## config.mk

```make
export PLATFORM = sky130hd
export DESIGN_NAME = ocrb_config_bank
export DESIGN_NICKNAME = d
export VERILOG_FILES = /design/src/include/ocrb_pkg.sv /design/src/include/ocrb_store_if.sv /design/src/design/ocrb_config_bank.sv /design/src/design/ocrb_ibi_timer.sv /design/src/design/ocrb_stab_store.sv
export SDC_FILE = /design/constraint.sdc
export NUM_CORES = 1
export LEC_CHECK = 0
export ABC_AREA = 1
export BUFFER_PORTS_ARGS = -buffer_cell sky130_fd_sc_hd__buf_2
export CORE_MARGIN = 4
export CORE_UTILIZATION = 50
export DETAILED_ROUTE_END_ITERATION = 10
export HOLD_SLACK_MARGIN = 0.02
export PLACE_DENSITY = 0.77
export SKIP_LAST_GASP = 1
export SLEW_MARGIN = 10
export SYNTH_ARGS = -nofsm -noshare
export SYNTH_HDL_FRONTEND = slang
export SYNTH_SLANG_ARGS = --single-unit
export TNS_END_PERCENT = 20
```

## constraint.sdc

```tcl
create_clock -name REF_CLK -period 3.19 [get_ports REF_CLK]
set_input_delay 0 -clock REF_CLK [delete_from_list [all_inputs] [get_ports REF_CLK]]
set_output_delay 0 -clock REF_CLK [all_outputs]
set_load 0.01 [all_outputs]
```

## src/include/ocrb_pkg.sv

```systemverilog
package ocrb_pkg;

  localparam logic [7:0] ADDR_IBI_IDLE   = 8'h62;
  localparam logic [7:0] ADDR_RATE_TRIM  = 8'h63;
  localparam logic [7:0] ADDR_STAB_INT   = 8'h6f;
  localparam logic [7:0] ADDR_STAB_CTRL1 = 8'h70;
  localparam logic [7:0] ADDR_STAB_GYRO  = 8'h71;
  localparam logic [7:0] ADDR_STAB_ACCEL = 8'h72;
  localparam logic [7:0] ADDR_OUT_FIRST  = 8'h22;
  localparam logic [7:0] ADDR_OUT_LAST   = 8'h2d;

  localparam logic [7:0] MASK_IBI_IDLE   = 8'h59;
  localparam logic [7:0] MASK_STAB_INT   = 8'he8;
  localparam logic [7:0] MASK_STAB_CTRL1 = 8'h7f;
  localparam logic [7:0] MASK_STAB_GYRO  = 8'h37;
  localparam logic [7:0] MASK_STAB_ACCEL = 8'hf9;
  localparam logic [7:0] RESET_VALUE     = 8'h00;

  localparam int IBI_CLR_ACK_BIT = 6;
  localparam int IBI_SEL_LSB     = 3;
  localparam int IRQ1_PD_DIS_BIT = 0;

  localparam int DRDY_IRQ2_BIT   = 7;
  localparam int LATCHED_BIT     = 6;
  localparam int GATE_POL_BIT    = 5;
  localparam int AUX_READ_BIT    = 3;

  localparam int TRIGGER_BIT     = 6;
  localparam int WIRE_MODE_BIT   = 5;
  localparam int ACCEL_EN_BIT    = 4;
  localparam int GYRO_RANGE_LSB  = 2;
  localparam int GYRO_MIN_BIT    = 1;
  localparam int GYRO_EN_BIT     = 0;

  localparam int HPF_CUT_LSB     = 4;
  localparam int LPF_TYPE_LSB    = 1;
  localparam int HPF_EN_BIT      = 0;

  localparam int ACCEL_RANGE_LSB = 6;
  localparam int ACCEL_BW_LSB    = 3;
  localparam int CLAMP_OFF_BIT   = 0;

  localparam logic [1:0] IDX_INT   = 2'h0;
  localparam logic [1:0] IDX_CTRL1 = 2'h1;
  localparam logic [1:0] IDX_GYRO  = 2'h2;
  localparam logic [1:0] IDX_ACCEL = 2'h3;

  localparam logic [15:0] CLAMP_VALUE = 16'h8000;

  localparam int CLK_PERIOD_PS = 4000;
  localparam int TICK_PS       = 1000000;
  localparam int TICK_CYCLES   = TICK_PS / CLK_PERIOD_PS;
  localparam logic [14:0] IDLE_US_SEL0 = 15'h0032;
  localparam logic [14:0] IDLE_US_SEL1 = 15'h0002;
  localparam logic [14:0] IDLE_US_SEL2 = 15'h03e8;
  localparam logic [14:0] IDLE_US_SEL3 = 15'h61a8;

  typedef enum logic [1:0]
  {
    IBI_IDLE  = 2'b00,
    IBI_COUNT = 2'b01,
    IBI_AVAIL = 2'b11
  } ocrb_idle_state_t;

  function automatic logic stab_hit(input logic [7:0] addr);
    stab_hit = (addr == ADDR_STAB_INT) || (addr == ADDR_STAB_CTRL1) ||
      (addr == ADDR_STAB_GYRO) || (addr == ADDR_STAB_ACCEL);
  endfunction : stab_hit

  function automatic logic [1:0] stab_idx(input logic [7:0] addr);
    stab_idx = 2'(addr - ADDR_STAB_INT);
  endfunction : stab_idx

  function automatic logic [7:0] stab_mask(input logic [1:0] idx);
    unique case (idx)
      IDX_INT:   stab_mask = MASK_STAB_INT;
      IDX_CTRL1: stab_mask = MASK_STAB_CTRL1;
      IDX_GYRO:  stab_mask = MASK_STAB_GYRO;
      IDX_ACCEL: stab_mask = MASK_STAB_ACCEL;
    endcase
  endfunction : stab_mask

endpackage : ocrb_pkg

```

## src/include/ocrb_store_if.sv

```systemverilog
interface ocrb_store_if;
  logic       pri_we;
  logic [1:0] pri_idx;
  logic [7:0] pri_wdata;
  logic       aux_we;
  logic [1:0] aux_idx;
  logic [7:0] aux_wdata;
  logic [1:0] pri_ridx;
  logic [1:0] aux_ridx;
  logic [7:0] pri_rdata;
  logic [7:0] aux_rdata;
  logic [7:0] cfg [4];

  modport owner
  (
    output pri_we, pri_idx, pri_wdata, aux_we, aux_idx, aux_wdata,
    output pri_ridx, aux_ridx,
    input  pri_rdata, aux_rdata, cfg
  );

  modport store
  (
    input  pri_we, pri_idx, pri_wdata, aux_we, aux_idx, aux_wdata,
    input  pri_ridx, aux_ridx,
    output pri_rdata, aux_rdata, cfg
  );
endinterface : ocrb_store_if

```

## src/design/ocrb_config_bank.sv

```systemverilog
// Operation
// - IBI clears on ack when bit set, else when served.
// - Idle time select: 50us, 2us, 1ms, 25ms.
// - Pin-one pull-down if enabled and unrouted or addressed.
// - Read-only signed rate deviation byte.
// - Stab registers writable from primary only when it owns them.
// - Stab data-ready overrides pin two.
// - Gate polarity: 0 active-low, 1 active-high.
// - Under primary control, aux output reads need enable.
// - Trigger,latched 10 is trigger mode, 11 latched.
// - Data gating applies to gyro only.
// - Aux wire mode: 0 four-wire, 1 three-wire.
// - Accel chain needs accel and gyro enables.
// - Gyro enable runs chain and owns first low-pass.
// - Gyro range 250 to 2000 dps; minimum bit forces 125.
// - High-pass only when enabled; cutoff from field.
// - Low-pass type code selects one of four cutoffs.
// - Accel code 01 gives 16 g, or 2 g with source bit.
// - Three-bit accel bandwidth field.
// - Self-test with clamp on forces 8000h.
// - Aux side reads accel range chosen by primary.
module ocrb_config_bank
(
  // Clock and reset
  input  wire logic        REF_CLK,
  input  wire logic        SYS_RST,
  // Primary register port
  input  wire logic [7:0]  PRI_ADDR,
  input  wire logic        PRI_WE,
  input  wire logic [7:0]  PRI_WDATA,
  input  wire logic        PRI_RE,
  output logic [7:0]       PRI_RDATA,
  // Auxiliary register port
  input  wire logic [7:0]  AUX_ADDR,
  input  wire logic        AUX_WE,
  input  wire logic [7:0]  AUX_WDATA,
  input  wire logic        AUX_RE,
  output logic [7:0]       AUX_RDATA,
  output logic             AUX_OUT_READ_OK,
  output logic             AUX_THREE_WIRE,
  // Device state
  input  wire logic        PRIMARY_OWNS_STAB,
  input  wire logic [7:0]  RATE_DEVIATION,
  input  wire logic        ACCEL_RANGE_SOURCE,
  input  wire logic        SELF_TEST,
  // In-band interrupt
  input  wire logic        I3C_DYN_ADDR,
  input  wire logic        BUS_IDLE,
  input  wire logic        IBI_EVENT,
  input  wire logic        IBI_ACK,
  input  wire logic        IBI_SERVED,
  output logic             IBI_REQUEST,
  // Interrupt pins
  input  wire logic        IRQ1_ROUTED,
  input  wire logic        IRQ2_OTHER,
  input  wire logic        STAB_DRDY,
  output logic             IRQ_PIN_TWO,
  output logic             IRQ1_PULLDOWN_ON,
  // Data gate
  input  wire logic        DATA_GATE_PIN,
  output logic             GYRO_GATE_ACTIVE,
  output logic             GATE_LATCHED,
  // Chain settings
  output logic             GYRO_CHAIN_ON,
  output logic             ACCEL_CHAIN_ON,
  output logic             PRI_GYRO_OUT_VIS,
  output logic             PRI_ACCEL_OUT_VIS,
  output logic             FIRST_LOWPASS_GYRO,
  output logic [10:0]      GYRO_RANGE_DPS,
  output logic             HPF_ON,
  output logic [1:0]       HPF_CUTOFF,
  output logic [1:0]       LPF_TYPE,
  output logic [4:0]       ACCEL_RANGE_G,
  output logic [2:0]       ACCEL_BW,
  // Stabilisation sample path
  input  wire logic [15:0] STAB_SAMPLE_IN,
  output logic [15:0]      STAB_SAMPLE_OUT
);

  ocrb_store_if sif ();

  logic [7:0]  ibi_q;
  logic [7:0]  ibi_d;
  logic [7:0]  pri_loc_q;
  logic [7:0]  pri_loc_d;
  logic        pri_use_store_q;
  logic        pri_use_store_d;
  logic        aux_use_store_q;
  logic        aux_use_store_d;
  logic [15:0] sample_q;
  logic [15:0] sample_d;
  logic [7:0]  r_int;
  logic [7:0]  r_ctrl1;
  logic [7:0]  r_gyro;
  logic [7:0]  r_accel;
  logic        gate_level;
  logic        bus_avail;
  logic        ibi_pend;

  ocrb_stab_store u_store
  (
    .clk (REF_CLK),
    .rst (SYS_RST),
    .sp  (sif.store)
  );

  ocrb_ibi_timer u_ibi
  (
    .clk           (REF_CLK),
    .rst           (SYS_RST),
    .idle_sel      (ibi_q[ocrb_pkg::IBI_SEL_LSB +: 2]),
    .clear_on_ack  (ibi_q[ocrb_pkg::IBI_CLR_ACK_BIT]),
    .bus_idle      (BUS_IDLE),
    .ibi_event     (IBI_EVENT),
    .ibi_ack       (IBI_ACK),
    .ibi_served    (IBI_SERVED),
    .bus_available (bus_avail),
    .ibi_pending   (ibi_pend)
  );

  assign r_int   = sif.cfg[ocrb_pkg::IDX_INT];
  assign r_ctrl1 = sif.cfg[ocrb_pkg::IDX_CTRL1];
  assign r_gyro  = sif.cfg[ocrb_pkg::IDX_GYRO];
  assign r_accel = sif.cfg[ocrb_pkg::IDX_ACCEL];

  always_comb
  begin
    sif.pri_we    = PRI_WE && PRIMARY_OWNS_STAB &&
                    ocrb_pkg::stab_hit(PRI_ADDR);
    sif.pri_idx   = ocrb_pkg::stab_idx(PRI_ADDR);
    sif.pri_wdata = PRI_WDATA;
    sif.aux_we    = AUX_WE && !PRIMARY_OWNS_STAB &&
                    ocrb_pkg::stab_hit(AUX_ADDR);
    sif.aux_idx   = ocrb_pkg::stab_idx(AUX_ADDR);
    sif.aux_wdata = AUX_WDATA;
    sif.pri_ridx  = ocrb_pkg::stab_idx(PRI_ADDR);
    sif.aux_ridx  = ocrb_pkg::stab_idx(AUX_ADDR);
  end

  always_comb
  begin
    ibi_d = ibi_q;
    if (PRI_WE && PRI_ADDR == ocrb_pkg::ADDR_IBI_IDLE)
    begin
      ibi_d = PRI_WDATA & ocrb_pkg::MASK_IBI_IDLE;
    end
  end

  // Local reads are registered alongside the store so both answer together.
  always_comb
  begin
    pri_loc_d       = pri_loc_q;
    pri_use_store_d = pri_use_store_q;
    aux_use_store_d = aux_use_store_q;
    if (PRI_RE)
    begin
      pri_use_store_d = ocrb_pkg::stab_hit(PRI_ADDR);
      unique case (PRI_ADDR)
        ocrb_pkg::ADDR_IBI_IDLE:  pri_loc_d = ibi_q;
        ocrb_pkg::ADDR_RATE_TRIM: pri_loc_d = RATE_DEVIATION;
        default:                  pri_loc_d = 8'h00;
      endcase
    end
    if (AUX_RE)
    begin
      aux_use_store_d = ocrb_pkg::stab_hit(AUX_ADDR);
    end
  end

  // Clamp sits on the chain output so every axis sees it equally.
  always_comb
  begin
    sample_d = STAB_SAMPLE_IN;
    if (SELF_TEST && !r_accel[ocrb_pkg::CLAMP_OFF_BIT])
    begin
      sample_d = ocrb_pkg::CLAMP_VALUE;
    end
  end

  always_ff @(posedge REF_CLK)
  begin
    if (SYS_RST)
    begin
      ibi_q           <= ocrb_pkg::RESET_VALUE;
      pri_loc_q       <= ocrb_pkg::RESET_VALUE;
      pri_use_store_q <= 1'b0;
      aux_use_store_q <= 1'b0;
      sample_q        <= 16'h0000;
    end
    else
    begin
      ibi_q           <= ibi_d;
      pri_loc_q       <= pri_loc_d;
      pri_use_store_q <= pri_use_store_d;
      aux_use_store_q <= aux_use_store_d;
      sample_q        <= sample_d;
    end
  end

  assign PRI_RDATA = pri_use_store_q ? sif.pri_rdata : pri_loc_q;
  assign AUX_RDATA = aux_use_store_q ? sif.aux_rdata : 8'h00;
  assign STAB_SAMPLE_OUT = sample_q;

  assign IBI_REQUEST = ibi_pend && bus_avail;

  assign IRQ1_PULLDOWN_ON = !ibi_q[ocrb_pkg::IRQ1_PD_DIS_BIT] &&
                            (!IRQ1_ROUTED || I3C_DYN_ADDR);

  assign IRQ_PIN_TWO = r_int[ocrb_pkg::DRDY_IRQ2_BIT] ?
                       STAB_DRDY : IRQ2_OTHER;

  assign gate_level = r_int[ocrb_pkg::GATE_POL_BIT] ?
                      DATA_GATE_PIN : !DATA_GATE_PIN;

  assign GATE_LATCHED     = r_ctrl1[ocrb_pkg::TRIGGER_BIT] &&
                            r_int[ocrb_pkg::LATCHED_BIT];
  assign GYRO_GATE_ACTIVE = r_ctrl1[ocrb_pkg::TRIGGER_BIT] &&
                            gate_level;

  // Outside primary ownership the aux port always reads its outputs.
  assign AUX_OUT_READ_OK = !PRIMARY_OWNS_STAB ||
                           r_int[ocrb_pkg::AUX_READ_BIT];
  assign AUX_THREE_WIRE  = r_ctrl1[ocrb_pkg::WIRE_MODE_BIT];

  assign GYRO_CHAIN_ON      = r_ctrl1[ocrb_pkg::GYRO_EN_BIT];
  assign ACCEL_CHAIN_ON     = r_ctrl1[ocrb_pkg::GYRO_EN_BIT] &&
                              r_ctrl1[ocrb_pkg::ACCEL_EN_BIT];
  assign PRI_GYRO_OUT_VIS   = PRIMARY_OWNS_STAB && GYRO_CHAIN_ON;
  assign PRI_ACCEL_OUT_VIS  = PRIMARY_OWNS_STAB && ACCEL_CHAIN_ON;
  assign FIRST_LOWPASS_GYRO = GYRO_CHAIN_ON;

  always_comb
  begin
    unique case (r_ctrl1[ocrb_pkg::GYRO_RANGE_LSB +: 2])
      2'b00: GYRO_RANGE_DPS = 11'h0fa;
      2'b01: GYRO_RANGE_DPS = 11'h1f4;
      2'b10: GYRO_RANGE_DPS = 11'h3e8;
      2'b11: GYRO_RANGE_DPS = 11'h7d0;
    endcase
    if (r_ctrl1[ocrb_pkg::GYRO_MIN_BIT])
    begin
      GYRO_RANGE_DPS = 11'h07d;
    end
  end

  assign HPF_ON     = r_gyro[ocrb_pkg::HPF_EN_BIT];
  assign HPF_CUTOFF = r_gyro[ocrb_pkg::HPF_CUT_LSB +: 2];
  assign LPF_TYPE   = r_gyro[ocrb_pkg::LPF_TYPE_LSB +: 2];

  always_comb
  begin
    unique case (r_accel[ocrb_pkg::ACCEL_RANGE_LSB +: 2])
      2'b00: ACCEL_RANGE_G = 5'h02;
      2'b01: ACCEL_RANGE_G = ACCEL_RANGE_SOURCE ? 5'h02 : 5'h10;
      2'b10: ACCEL_RANGE_G = 5'h04;
      2'b11: ACCEL_RANGE_G = 5'h08;
    endcase
  end

  assign ACCEL_BW = r_accel[ocrb_pkg::ACCEL_BW_LSB +: 3];

endmodule : ocrb_config_bank

```

## src/design/ocrb_ibi_timer.sv

```systemverilog
module ocrb_ibi_timer
(
  // Clock and reset
  input  wire logic       clk,
  input  wire logic       rst,
  // Configuration
  input  wire logic [1:0] idle_sel,
  input  wire logic       clear_on_ack,
  // Bus events
  input  wire logic       bus_idle,
  input  wire logic       ibi_event,
  input  wire logic       ibi_ack,
  input  wire logic       ibi_served,
  // Status
  output logic            bus_available,
  output logic            ibi_pending
);

  ocrb_pkg::ocrb_idle_state_t state_q;
  ocrb_pkg::ocrb_idle_state_t state_d;
  logic [7:0]  tick_q;
  logic [7:0]  tick_d;
  logic [14:0] us_q;
  logic [14:0] us_d;
  logic        pend_q;
  logic        pend_d;
  logic        tick;
  logic [14:0] limit;

  always_comb
  begin
    unique case (idle_sel)
      2'b00: limit = ocrb_pkg::IDLE_US_SEL0;
      2'b01: limit = ocrb_pkg::IDLE_US_SEL1;
      2'b10: limit = ocrb_pkg::IDLE_US_SEL2;
      2'b11: limit = ocrb_pkg::IDLE_US_SEL3;
    endcase
  end

  // The divider restarts with each idle phase so the first tick is whole.
  assign tick = (tick_q == 8'(ocrb_pkg::TICK_CYCLES - 1));

  always_comb
  begin
    state_d = state_q;
    tick_d  = 8'h00;
    us_d    = 15'h0000;
    unique case (state_q)
      ocrb_pkg::IBI_IDLE:
      begin
        if (bus_idle)
        begin
          state_d = ocrb_pkg::IBI_COUNT;
        end
      end
      ocrb_pkg::IBI_COUNT:
      begin
        tick_d = tick ? 8'h00 : tick_q + 8'h01;
        us_d   = tick ? us_q + 15'h0001 : us_q;
        if (!bus_idle)
        begin
          state_d = ocrb_pkg::IBI_IDLE;
        end
        else if (tick && us_q + 15'h0001 >= limit)
        begin
          state_d = ocrb_pkg::IBI_AVAIL;
        end
      end
      ocrb_pkg::IBI_AVAIL:
      begin
        if (!bus_idle)
        begin
          state_d = ocrb_pkg::IBI_IDLE;
        end
      end
      default:
      begin
        state_d = ocrb_pkg::IBI_IDLE;
      end
    endcase
  end

  // A new event in the clearing cycle keeps the interrupt pending.
  always_comb
  begin
    pend_d = pend_q;
    if (clear_on_ack ? ibi_ack : ibi_served)
    begin
      pend_d = 1'b0;
    end
    if (ibi_event)
    begin
      pend_d = 1'b1;
    end
  end

  always_ff @(posedge clk)
  begin
    if (rst)
    begin
      state_q <= ocrb_pkg::IBI_IDLE;
      tick_q  <= 8'h00;
      us_q    <= 15'h0000;
      pend_q  <= 1'b0;
    end
    else
    begin
      state_q <= state_d;
      tick_q  <= tick_d;
      us_q    <= us_d;
      pend_q  <= pend_d;
    end
  end

  assign bus_available = (state_q == ocrb_pkg::IBI_AVAIL);
  assign ibi_pending   = pend_q;

endmodule : ocrb_ibi_timer

```

## src/design/ocrb_stab_store.sv

```systemverilog
module ocrb_stab_store
(
  // Clock and reset
  input wire logic    clk,
  input wire logic    rst,
  // Owner side
  ocrb_store_if.store sp
);

  logic [7:0] mem_q [4];
  logic [7:0] mem_d [4];
  logic [7:0] pri_rdata_q;
  logic [7:0] pri_rdata_d;
  logic [7:0] aux_rdata_q;
  logic [7:0] aux_rdata_d;

  // One copy serves both ports, so a change of owner never moves data.
  genvar g;
  generate
    for (g = 0; g < 4; g++)
    begin : g_slot
      always_comb
      begin
        mem_d[g] = mem_q[g];
        if (sp.pri_we && sp.pri_idx == 2'(g))
        begin
          mem_d[g] = sp.pri_wdata & ocrb_pkg::stab_mask(2'(g));
        end
        else if (sp.aux_we && sp.aux_idx == 2'(g))
        begin
          mem_d[g] = sp.aux_wdata & ocrb_pkg::stab_mask(2'(g));
        end
      end

      always_ff @(posedge clk)
      begin
        if (rst)
        begin
          mem_q[g] <= ocrb_pkg::RESET_VALUE;
        end
        else
        begin
          mem_q[g] <= mem_d[g];
        end
      end

      assign sp.cfg[g] = mem_q[g];
    end
  endgenerate

  always_comb
  begin
    pri_rdata_d = mem_q[sp.pri_ridx];
    aux_rdata_d = mem_q[sp.aux_ridx];
  end

  always_ff @(posedge clk)
  begin
    if (rst)
    begin
      pri_rdata_q <= ocrb_pkg::RESET_VALUE;
      aux_rdata_q <= ocrb_pkg::RESET_VALUE;
    end
    else
    begin
      pri_rdata_q <= pri_rdata_d;
      aux_rdata_q <= aux_rdata_d;
    end
  end

  assign sp.pri_rdata = pri_rdata_q;
  assign sp.aux_rdata = aux_rdata_q;

endmodule : ocrb_stab_store

```

After elaboration in Yosys (flattened, before gate mapping)
Memories as Yosys holds them, arrays and structs flattened. A register that Yosys moved wholly into a read port is not among the register bits.
Index checks and enable logic that the tools add are counted.

storage, ports and cells
  register bits = 56
  memory bits (writable) = 32
  input bits = 74
  output and inout bits = 68
  word-level logic and storage cells = 132
  memories kept = 1

cells by class
  $add $sub $neg = 4
  order comparisons = 1
  equal/unequal tests = 31
  multiplexer cells = 34
  bitwise gates (word level) = 5
  reductions and logical operators = 46

memory list
  name           words  bits a word  read ports  clocked after Yosys merged registers in  write ports  RTL line               source
  u_store.mem_q  4      8            6           2                                        4            ocrb_stab_store.sv:10  logic [7:0] mem_q [4];

operator list
  cell                   count
  $mux 8                 14
  $eq 8x7->1 const B     10
  $pmux 15 s4            1
  $pmux 11 s4            1
  $eq 2x2->1 const B     11
  $logic_and 1x1->1      22
  $pmux 5 s4             1
  $mux 16                1
  $pmux 8 s2             1
  $add 15x1->15 const B  1
  $ge 15x15->1           1
  $eq 2x1->1 const B     6
  $logic_not 2->1        6
  $mux 11                1
  $add 8x1->8 const B    1
  $eq 8x8->1 const B     1
  $logic_or 1x1->1       8
  $mux 1                 8
  $mux 2                 4
  $pmux 2 s3             1
  $logic_not 1->1        5
  $mux 5                 1
  $ne 2x2->1 const B     2
  $or 1x1->1             4
  7 further kinds        9

Depth between registers and ports, before layout
Gate-level depths: netlist of run 1.

  word-level depth = 9
  mapped depth = 20
  mapped depth without buffers = 20

Hierarchy
From an unflattened synthesis of run 1, not the netlist that was laid out.

second synthesis, totals
  cell total of the unflattened synthesis = 782
  area, all modules = 5291.3 µm²

by module, submodules not included
  module            instances  cells each  area each (µm²)  seq. area each (µm²)
  ocrb_stab_store   1          292         1976.9           760.7
  ocrb_config_bank  1          266         1731.7           600.6
  ocrb_ibi_timer    1          224         1582.8           520.5

Worst setup path after synthesis of run 1
No wires, ideal clock.

  path kind = reg-to-reg
  from = register u_ibi.us_q[0]
  to = register u_ibi.state_q[1]
  setup time = 0.070 ns
  arrival time = 2.196 ns
  data required time = 3.120 ns
  setup slack = 0.924 ns
  stages on the path, launching flop included = 20
  path buffers = 0
  clock period less this slack = 2.266 ns
  cell sequence = dfxtp_1 nand2_1 nor2_1 nand2_1 nor2_1 nand2_1 nor3_1 xor2_1 inv_1 ha_1 nand2_1 inv_1 nand2_1 nor3_1 nand2_1 nor2_1 nor2_1 nand2_1 nand2_1 a21oi_1

between the ends
  cells in the longest elaborated chain, start to end = 5

ends and longest elaborated chain
  item                        RTL line               source
  start: declaration          ocrb_ibi_timer.sv:23   logic [14:0] us_q;
  start signal: assignment    ocrb_ibi_timer.sv:110  us_q <= us_d;
  $add 15x1->15               ocrb_ibi_timer.sv:64   else if (tick && us_q + 15'h0001 >= limit)
  $ge 15x15->1                ocrb_ibi_timer.sv:64
  $logic_and 1x1->1           ocrb_ibi_timer.sv:64
  $ne 3x2->1 (no line)        -
  $reduce_and 3->1 (no line)  -
  end signal: assignment      ocrb_ibi_timer.sv:101  state_q <= ocrb_pkg::IBI_IDLE;
  end signal: assignment      ocrb_ibi_timer.sv:108  state_q <= state_d;
  end: declaration            ocrb_ibi_timer.sv:19   ocrb_pkg::ocrb_idle_state_t state_q;

Every way passes these cells.
A chain may end at the register's enable or synchronous reset.

==> results of run 1 <==
==> report_power, final <==
part | switching (mW) | internal, mW | total, mW
logic | 0.146 | 0.126 | 0.272
registers | 0.0126 | 1.20 | 1.21
clock network | 0.495 | 0.312 | 0.807
total | 0.655 | 1.63 | 2.29
==> per-stage QoR <==
step	cell area (µm²)	setup slack (ps)	cells
after floorplan	5040	924	740
final	6460	268	1047
after global placement	5750	759	980
after global routing	6460	31.8	1047
after detailed placement	5750	661	980
after CTS	6460	336	1047
==> Yosys cell counts, drive strengths merged, types with 13 or more instances <==
master  count  area (µm²)
buf        22         134
ha         24         300
a21oi      34         170
o21ai      30         150
nand3      46         230
clkbuf     14        52.6
nor2       98         409
inv       131         492
nand4      26         163
nor3       13        70.1
dfxtp      94        1880
nand2     160         623
==> worst register-to-register path: stages (launching register included) <==
cell	delay [ps]
dfxtp_1	410
nand2_1	90
nor2_1	200
nand2_1	150
nor2_1	110
nand2_1	70
nor3_1	180
xor2_1	210
inv_1	60
ha_1	270
nand2_1	40
inv_1	60
nand2_1	50
nor3_1	160
nand2_1	70
nor2_1	100
nor2_1	40
nand2_1	70
nand2_1	50
a21oi_1	110
==> metal layers <==
layer  vias up  part of all wire  GRT usage  wire (µm)
li1       2665                 -          -          -
met1      2222              0.44      0.294       5860
met2       141              0.49      0.402       6550
met3        23             0.051     0.0263        681
met4         0             0.023     0.0866        309
met5         -                 0          0          0
==> cells by family (layout without fill, tap and decap cells) <==
family,Yosys count,after routing
compound gates,92,92
xor+xnor,9,9
fa+ha+maj,24,24
buf+inv,168,342
flops,94,94
mux,2,2
other cells,2,2
simple gates,349,349
==> worst paths after layout <==
kind | from | end | slack, ps
hold / removal | AUX_WDATA[5] | u_store.mem_q[2][5] | 40
hold reg to reg | u_ibi.tick_q[0] | u_ibi.tick_q[0] | 470
setup reg to reg | u_ibi.us_q[0] | u_ibi.state_q[1] | 640
setup / recovery | AUX_ADDR[0] | u_store.mem_q[1][2] | 270
==> sequential cells by signal, indices dropped and copies added, names as in the netlist <==
signal,flops
STAB_SAMPLE_OUT,16
aux_use_store_q,1
ibi_q,4
pri_loc_q,8
pri_use_store_q,1
u_ibi.ibi_pending,1
u_ibi.state_q,2
u_ibi.tick_q,8
u_ibi.us_q,15
u_store.mem_q,22
u_store.sp.aux_rdata,8
u_store.sp.pri_rdata,8
==> cell type report <==
type | instances | area [µm²]
Multi-Input combinational cell | 478 | 2480
Timing Repair Buffer | 194 | 1240
Fill cell | 868 | 3310
Inverter | 132 | 495
Clock inverter | 7 | 80.1
Sequential cell | 94 | 1880
Clock buffer | 9 | 124
Tap cell | 133 | 166
==> repair_timing <==
item	in CTS	in global routing
gates resized for setup	0	0
endpoints found under the hold margin	50	0
hold buffers	51	0
==> impl_metrics.tcl, run 1 <==
set metrics [dict create \
    status "finished clean" \
    ant_nets 0 \
    syn_to_final_growth_pct 28.2 \
    fin_tns_setup_ps 0 \
    synth_fa_ha_area_frac 0.0596 \
    setup_viol 0 \
    power_density_mw_per_mm2 354 \
    grt_max_degree 38 \
    synth_area_mm2 0.00504 \
    cp_slowest_cell "dlygate4sd3_1" \
    synth_nets 838 \
    grt_antenna_before_repair 0 \
    rsz0062_at_grt "false" \
    dieHeight_um 108 \
    antenna_cells 0 \
    crit_path_max_fanout 17 \
    endpoint_kind "flop" \
    hpwl_um 9770 \
    postSynthCellCount 740 \
    leakagePower_nw 3.22 \
    critPathArrivalTime_ps 3200 \
    dieArea_mm2 0.0117 \
    fin_util 0.661 \
    nNetsFinal 1007 \
    synth_top_family_by_area "simple AND/OR/NAND/NOR gates" \
    clock-sinks 94 \
    io_pins 142 \
    insertion_delay_ps 380 \
    path_clk_slew_ps 110 \
    drive_gt1_frac 0.193 \
    path_class "in2reg" \
    vias 5051 \
    cts-buffers-inserted 9 \
    rr_worst_depth 19 \
    drv_cap 0 \
    htreeDepth 3 \
    ys_warn_count 0 \
    portBuffers 139 \
    layout_common_cells "155 x nand2_1, 139 x buf_2, 129 x inv_1" \
    dr.pass1.iters 5 \
    avgSynthCellArea_um2 6.81 \
    final.period_utilization 0.916 \
    drt_iter0_drc 284 \
    grt_use_total 0.231 \
    wire_per_inst_um 12.8 \
    cpPeakStageDelay_ps 550 \
    ir_drop_mv 0.250 \
    synthMuxAreaShare 0.00422 \
    clock_skew_ps 8.19 \
    root_buffer "clkbuf_8" \
    crit_cells 12 \
    ys_ff_latch 94 \
    cp-start-kind "primary input" \
    rows 36 \
    cts_setup_buffers 0 \
    synth_flop_cell "dfxtp_1" \
    synth_xor_xnor_area_share 0.0156 \
    seq_area_frac_synth 0.373 \
    yosysUniqueCellTypes 42 \
    cpLargestDelayFamily "buffers and inverters" \
    clock.fmax_mhz 342 \
    path_buf_inv 5 \
    gr-total-overflow 0 \
    finalPower_mw 2.29 \
    routed_wirelength_um 13400 \
    grt_pass1_vias 4733 \
    yosys.area_share.simple 0.305 \
    relSlewSlack 0.303 \
    grt_pass1_wl_um 21700 \
    core-area_mm2 0.00977 \
    synth_compound_area_frac 0.106 \
    final_common_cell "nand2_1" \
    maxSlewViolCount 0 \
    cts_tree "done" \
    min_path_cells 5 \
    synth-edff-count 0 \
    place_congestion 0.864 \
    worst_slew_pin_slew_ps 1040 \
    vias_per_cell 4.82 \
    die_w_um 108 \
    hold_viol 0 \
    hold_ws_ps 35.8 \
    async_flop_share 0 \
    cp.required_ps 3470 \
    path_cells "dlygate4sd3_1 > buf_2 > inv_1 > ha_1 > nor3_1 > o31ai_1 > and2_1 > buf_4 > nand4_1 > nand3_1 > dlygate4sd3_1 > nor2_1" \
    crit_top_cell "dlygate4sd3_1" \
    hp-class "in2reg" \
    start_util 0.516 \
    post-route-min-period_ps 2920 \
    drc 0 \
    clockBufferDepth 2 \
]
(Power assumes the default switching activity.)
==> run 2: changes to the inputs <==
--- a/config.mk
+++ b/config.mk
@@ -7,7 +7,7 @@
 export LEC_CHECK = 0
 export ABC_AREA = 1
 export BUFFER_PORTS_ARGS = -buffer_cell sky130_fd_sc_hd__buf_2
-export CORE_MARGIN = 4
+export CORE_MARGIN = 10
 export CORE_UTILIZATION = 50
 export DETAILED_ROUTE_END_ITERATION = 10
 export HOLD_SLACK_MARGIN = 0.02
==> run 2 against run 1 <==
Compared with the run above:
- sequential cell count is the same
- clock power is essentially flat
- die area up 23%
- core utilization is 0.31 points lower
- clock skew up 2.7 ps
- wire length is 7.4% higher
- hold slack worse by 28 ps
- via count is 0.73% higher
- setup slack improved by 75 ps
- critical path type unchanged
- power is essentially flat
- global-route usage is 3.7 points lower
- sequential share of layout area rose by 0.14 points
==> impl_metrics.tcl, run 2 (synthesis results as in run 1) <==
set metrics [dict create \
    worst_slew_pin_slew_ps 975 \
    antenna_cells 0 \
    crit_path_max_fanout 14 \
    grt_use_total 0.194 \
    drv_cap 0 \
    cts-buffers-inserted 9 \
    drt_iter0_drc 331 \
    largest_reg_flops 22 \
    cp_slowest_cell "dlygate4sd3_1" \
    reg2reg_slack_ps 640 \
    dieHeight_um 120 \
    ir_drop_mv 0.264 \
    layout_common_cells "155 x nand2_1, 139 x buf_2, 129 x inv_1" \
    root_buffer "clkbuf_8" \
    leakagePower_nw 3.20 \
    grt_pass1_wl_um 23500 \
    cts_setup_buffers 0 \
    routed_wirelength_um 14400 \
    fillCellCount 943 \
    htreeDepth 3 \
    final.period_utilization 0.892 \
    critPathArrivalTime_ps 3120 \
    path_class "in2reg" \
    rsz0062_at_grt "false" \
    hold_viol 0 \
    path_clk_slew_ps 110 \
    hold_start "AUX_WDATA[2]" \
    crit_top_cell "dlygate4sd3_1" \
    dr.pass1.iters 5 \
    cpPeakStageDelay_ps 550 \
    fin_tns_setup_ps 0 \
    min_path_cells 5 \
    relSlewSlack 0.345 \
    hpwl_um 10800 \
    min_to "u_store.mem_q[2][2]" \
    grt_antenna_before_repair 0 \
    cp.required_ps 3460 \
    start_util 0.516 \
    vias 5088 \
    clockBufferDepth 2 \
    final_common_cell "nand2_1" \
    insertion_delay_ps 370 \
    setup_viol 0 \
    path_buf_inv 5 \
    die_w_um 120 \
    portBuffers 139 \
    place_congestion 0.832 \
    clock-sinks 94 \
    wire_per_inst_um 13.8 \
    clock.fmax_mhz 351 \
    largest_register "u_store.mem_q" \
    clock_skew_ps 10.9 \
    drive_gt1_frac 0.193 \
    core-area_mm2 0.00977 \
    path_cells "dlygate4sd3_1 > buf_2 > inv_1 > ha_1 > nor3_1 > o31ai_1 > and2_1 > buf_4 > nand4_1 > nand3_1 > dlygate4sd3_1 > nor2_1" \
    vias_per_cell 4.87 \
    nNetsFinal 1004 \
    status "finished clean" \
    io_pins 142 \
    gr-total-overflow 0 \
    cpLargestDelayFamily "buffers and inverters" \
    endpoint_kind "flop" \
    hold_ws_ps 8.02 \
    dieArea_mm2 0.0145 \
    syn_to_final_growth_pct 27.6 \
    power_density_mw_per_mm2 356 \
    rows 36 \
    r2r-end "u_ibi.state_q[1]" \
    maxSlewViolCount 0 \
    grt_pass1_vias 4884 \
    rr_worst_depth 17 \
    timing.rr.start "u_ibi.us_q[0]" \
    drc 0 \
    ant_nets 0 \
    hp-class "in2reg" \
    cts_tree "done" \
    cp-start-kind "primary input" \
    grt_max_degree 38 \
    post-route-min-period_ps 2850 \
]
==> run 2: cell types whose count changed in the layout (fill, tap and decap cells not counted) <==
cell | previous run | this run
dlygate4sd3_1 | 51 | 48
==> run 2: area by class of cell <==
| cell class | instances | area [µm²] | area share |
|---|---|---|---|
| well taps | 133 | 166 | 0.0259 |
| inverters | 132 | 495 | 0.0771 |
| flip-flops and latches | 94 | 1880 | 0.293 |
| repair buffers | 191 | 1210 | 0.188 |
| multi-input cells | 478 | 2480 | 0.385 |
| clock buffers | 9 | 124 | 0.0193 |
| clock inverters | 7 | 80.1 | 0.0125 |
==> run 2: repair_timing <==
| item | CTS | global route |
|---|---|---|
| hold buffers | 48 | 0 |
| endpoints found under the setup margin | 0 | 0 |
| resized for setup | 0 | 0 |
| endpoints found under the hold margin | 45 | 0 |
==> run 2: tightest hold or removal path, stage by stage <==
cell and delay, ps:
buf_2 70, inv_1 40, nand4_1 90, nand3_1 70, nor2_1 80
==> run 2: worst max-delay path by stage <==
stage,depth (start not counted),slack (ps),from,end
6_report,12,340,AUX_ADDR[0],u_store.mem_q[0][7]
5_1_grt,12,70,AUX_ADDR[0],u_store.mem_q[0][7]
4_1_cts,12,360,AUX_ADDR[0],u_store.mem_q[0][7]
3_5_place_dp,19,650,u_ibi.us_q[0],u_ibi.state_q[1]
3_3_place_gp,19,750,u_ibi.us_q[0],u_ibi.state_q[1]
2_1_floorplan,19,920,u_ibi.us_q[0],u_ibi.state_q[1]
==> run 2: metrics by stage <==
stage	setup slack [ps]	total power [mW]	util	cell area, µm²	std cells
floorplan	924	1.36	-	5040	740
global placement	754	1.46	0.588	5750	980
detailed placement	650	1.46	0.588	5750	980
CTS	364	2.30	0.658	6430	1044
global route	67.7	2.37	0.658	6430	1044
finish	343	2.29	0.658	6430	1044
==> run 2: per-layer routing <==
| metal | part of all wire | vias to the layer above | GRT usage |
|---|---|---|---|
| li1 | - | 2651 | - |
| met1 | 0.43 | 2269 | 0.224 |
| met2 | 0.50 | 141 | 0.348 |
| met3 | 0.050 | 27 | 0.0400 |
| met4 | 0.021 | 0 | 0.0626 |
| met5 | 0 | - | 0 |
==> run 2: power breakdown <==
group	internal, mW	switching [mW]	leakage, nW	total (mW)
Sequential	1.20	0.0125	0.764	1.21
Combinational	0.124	0.149	2.34	0.272
Clock	0.312	0.493	0.0994	0.805
Total	1.63	0.655	3.20	2.29
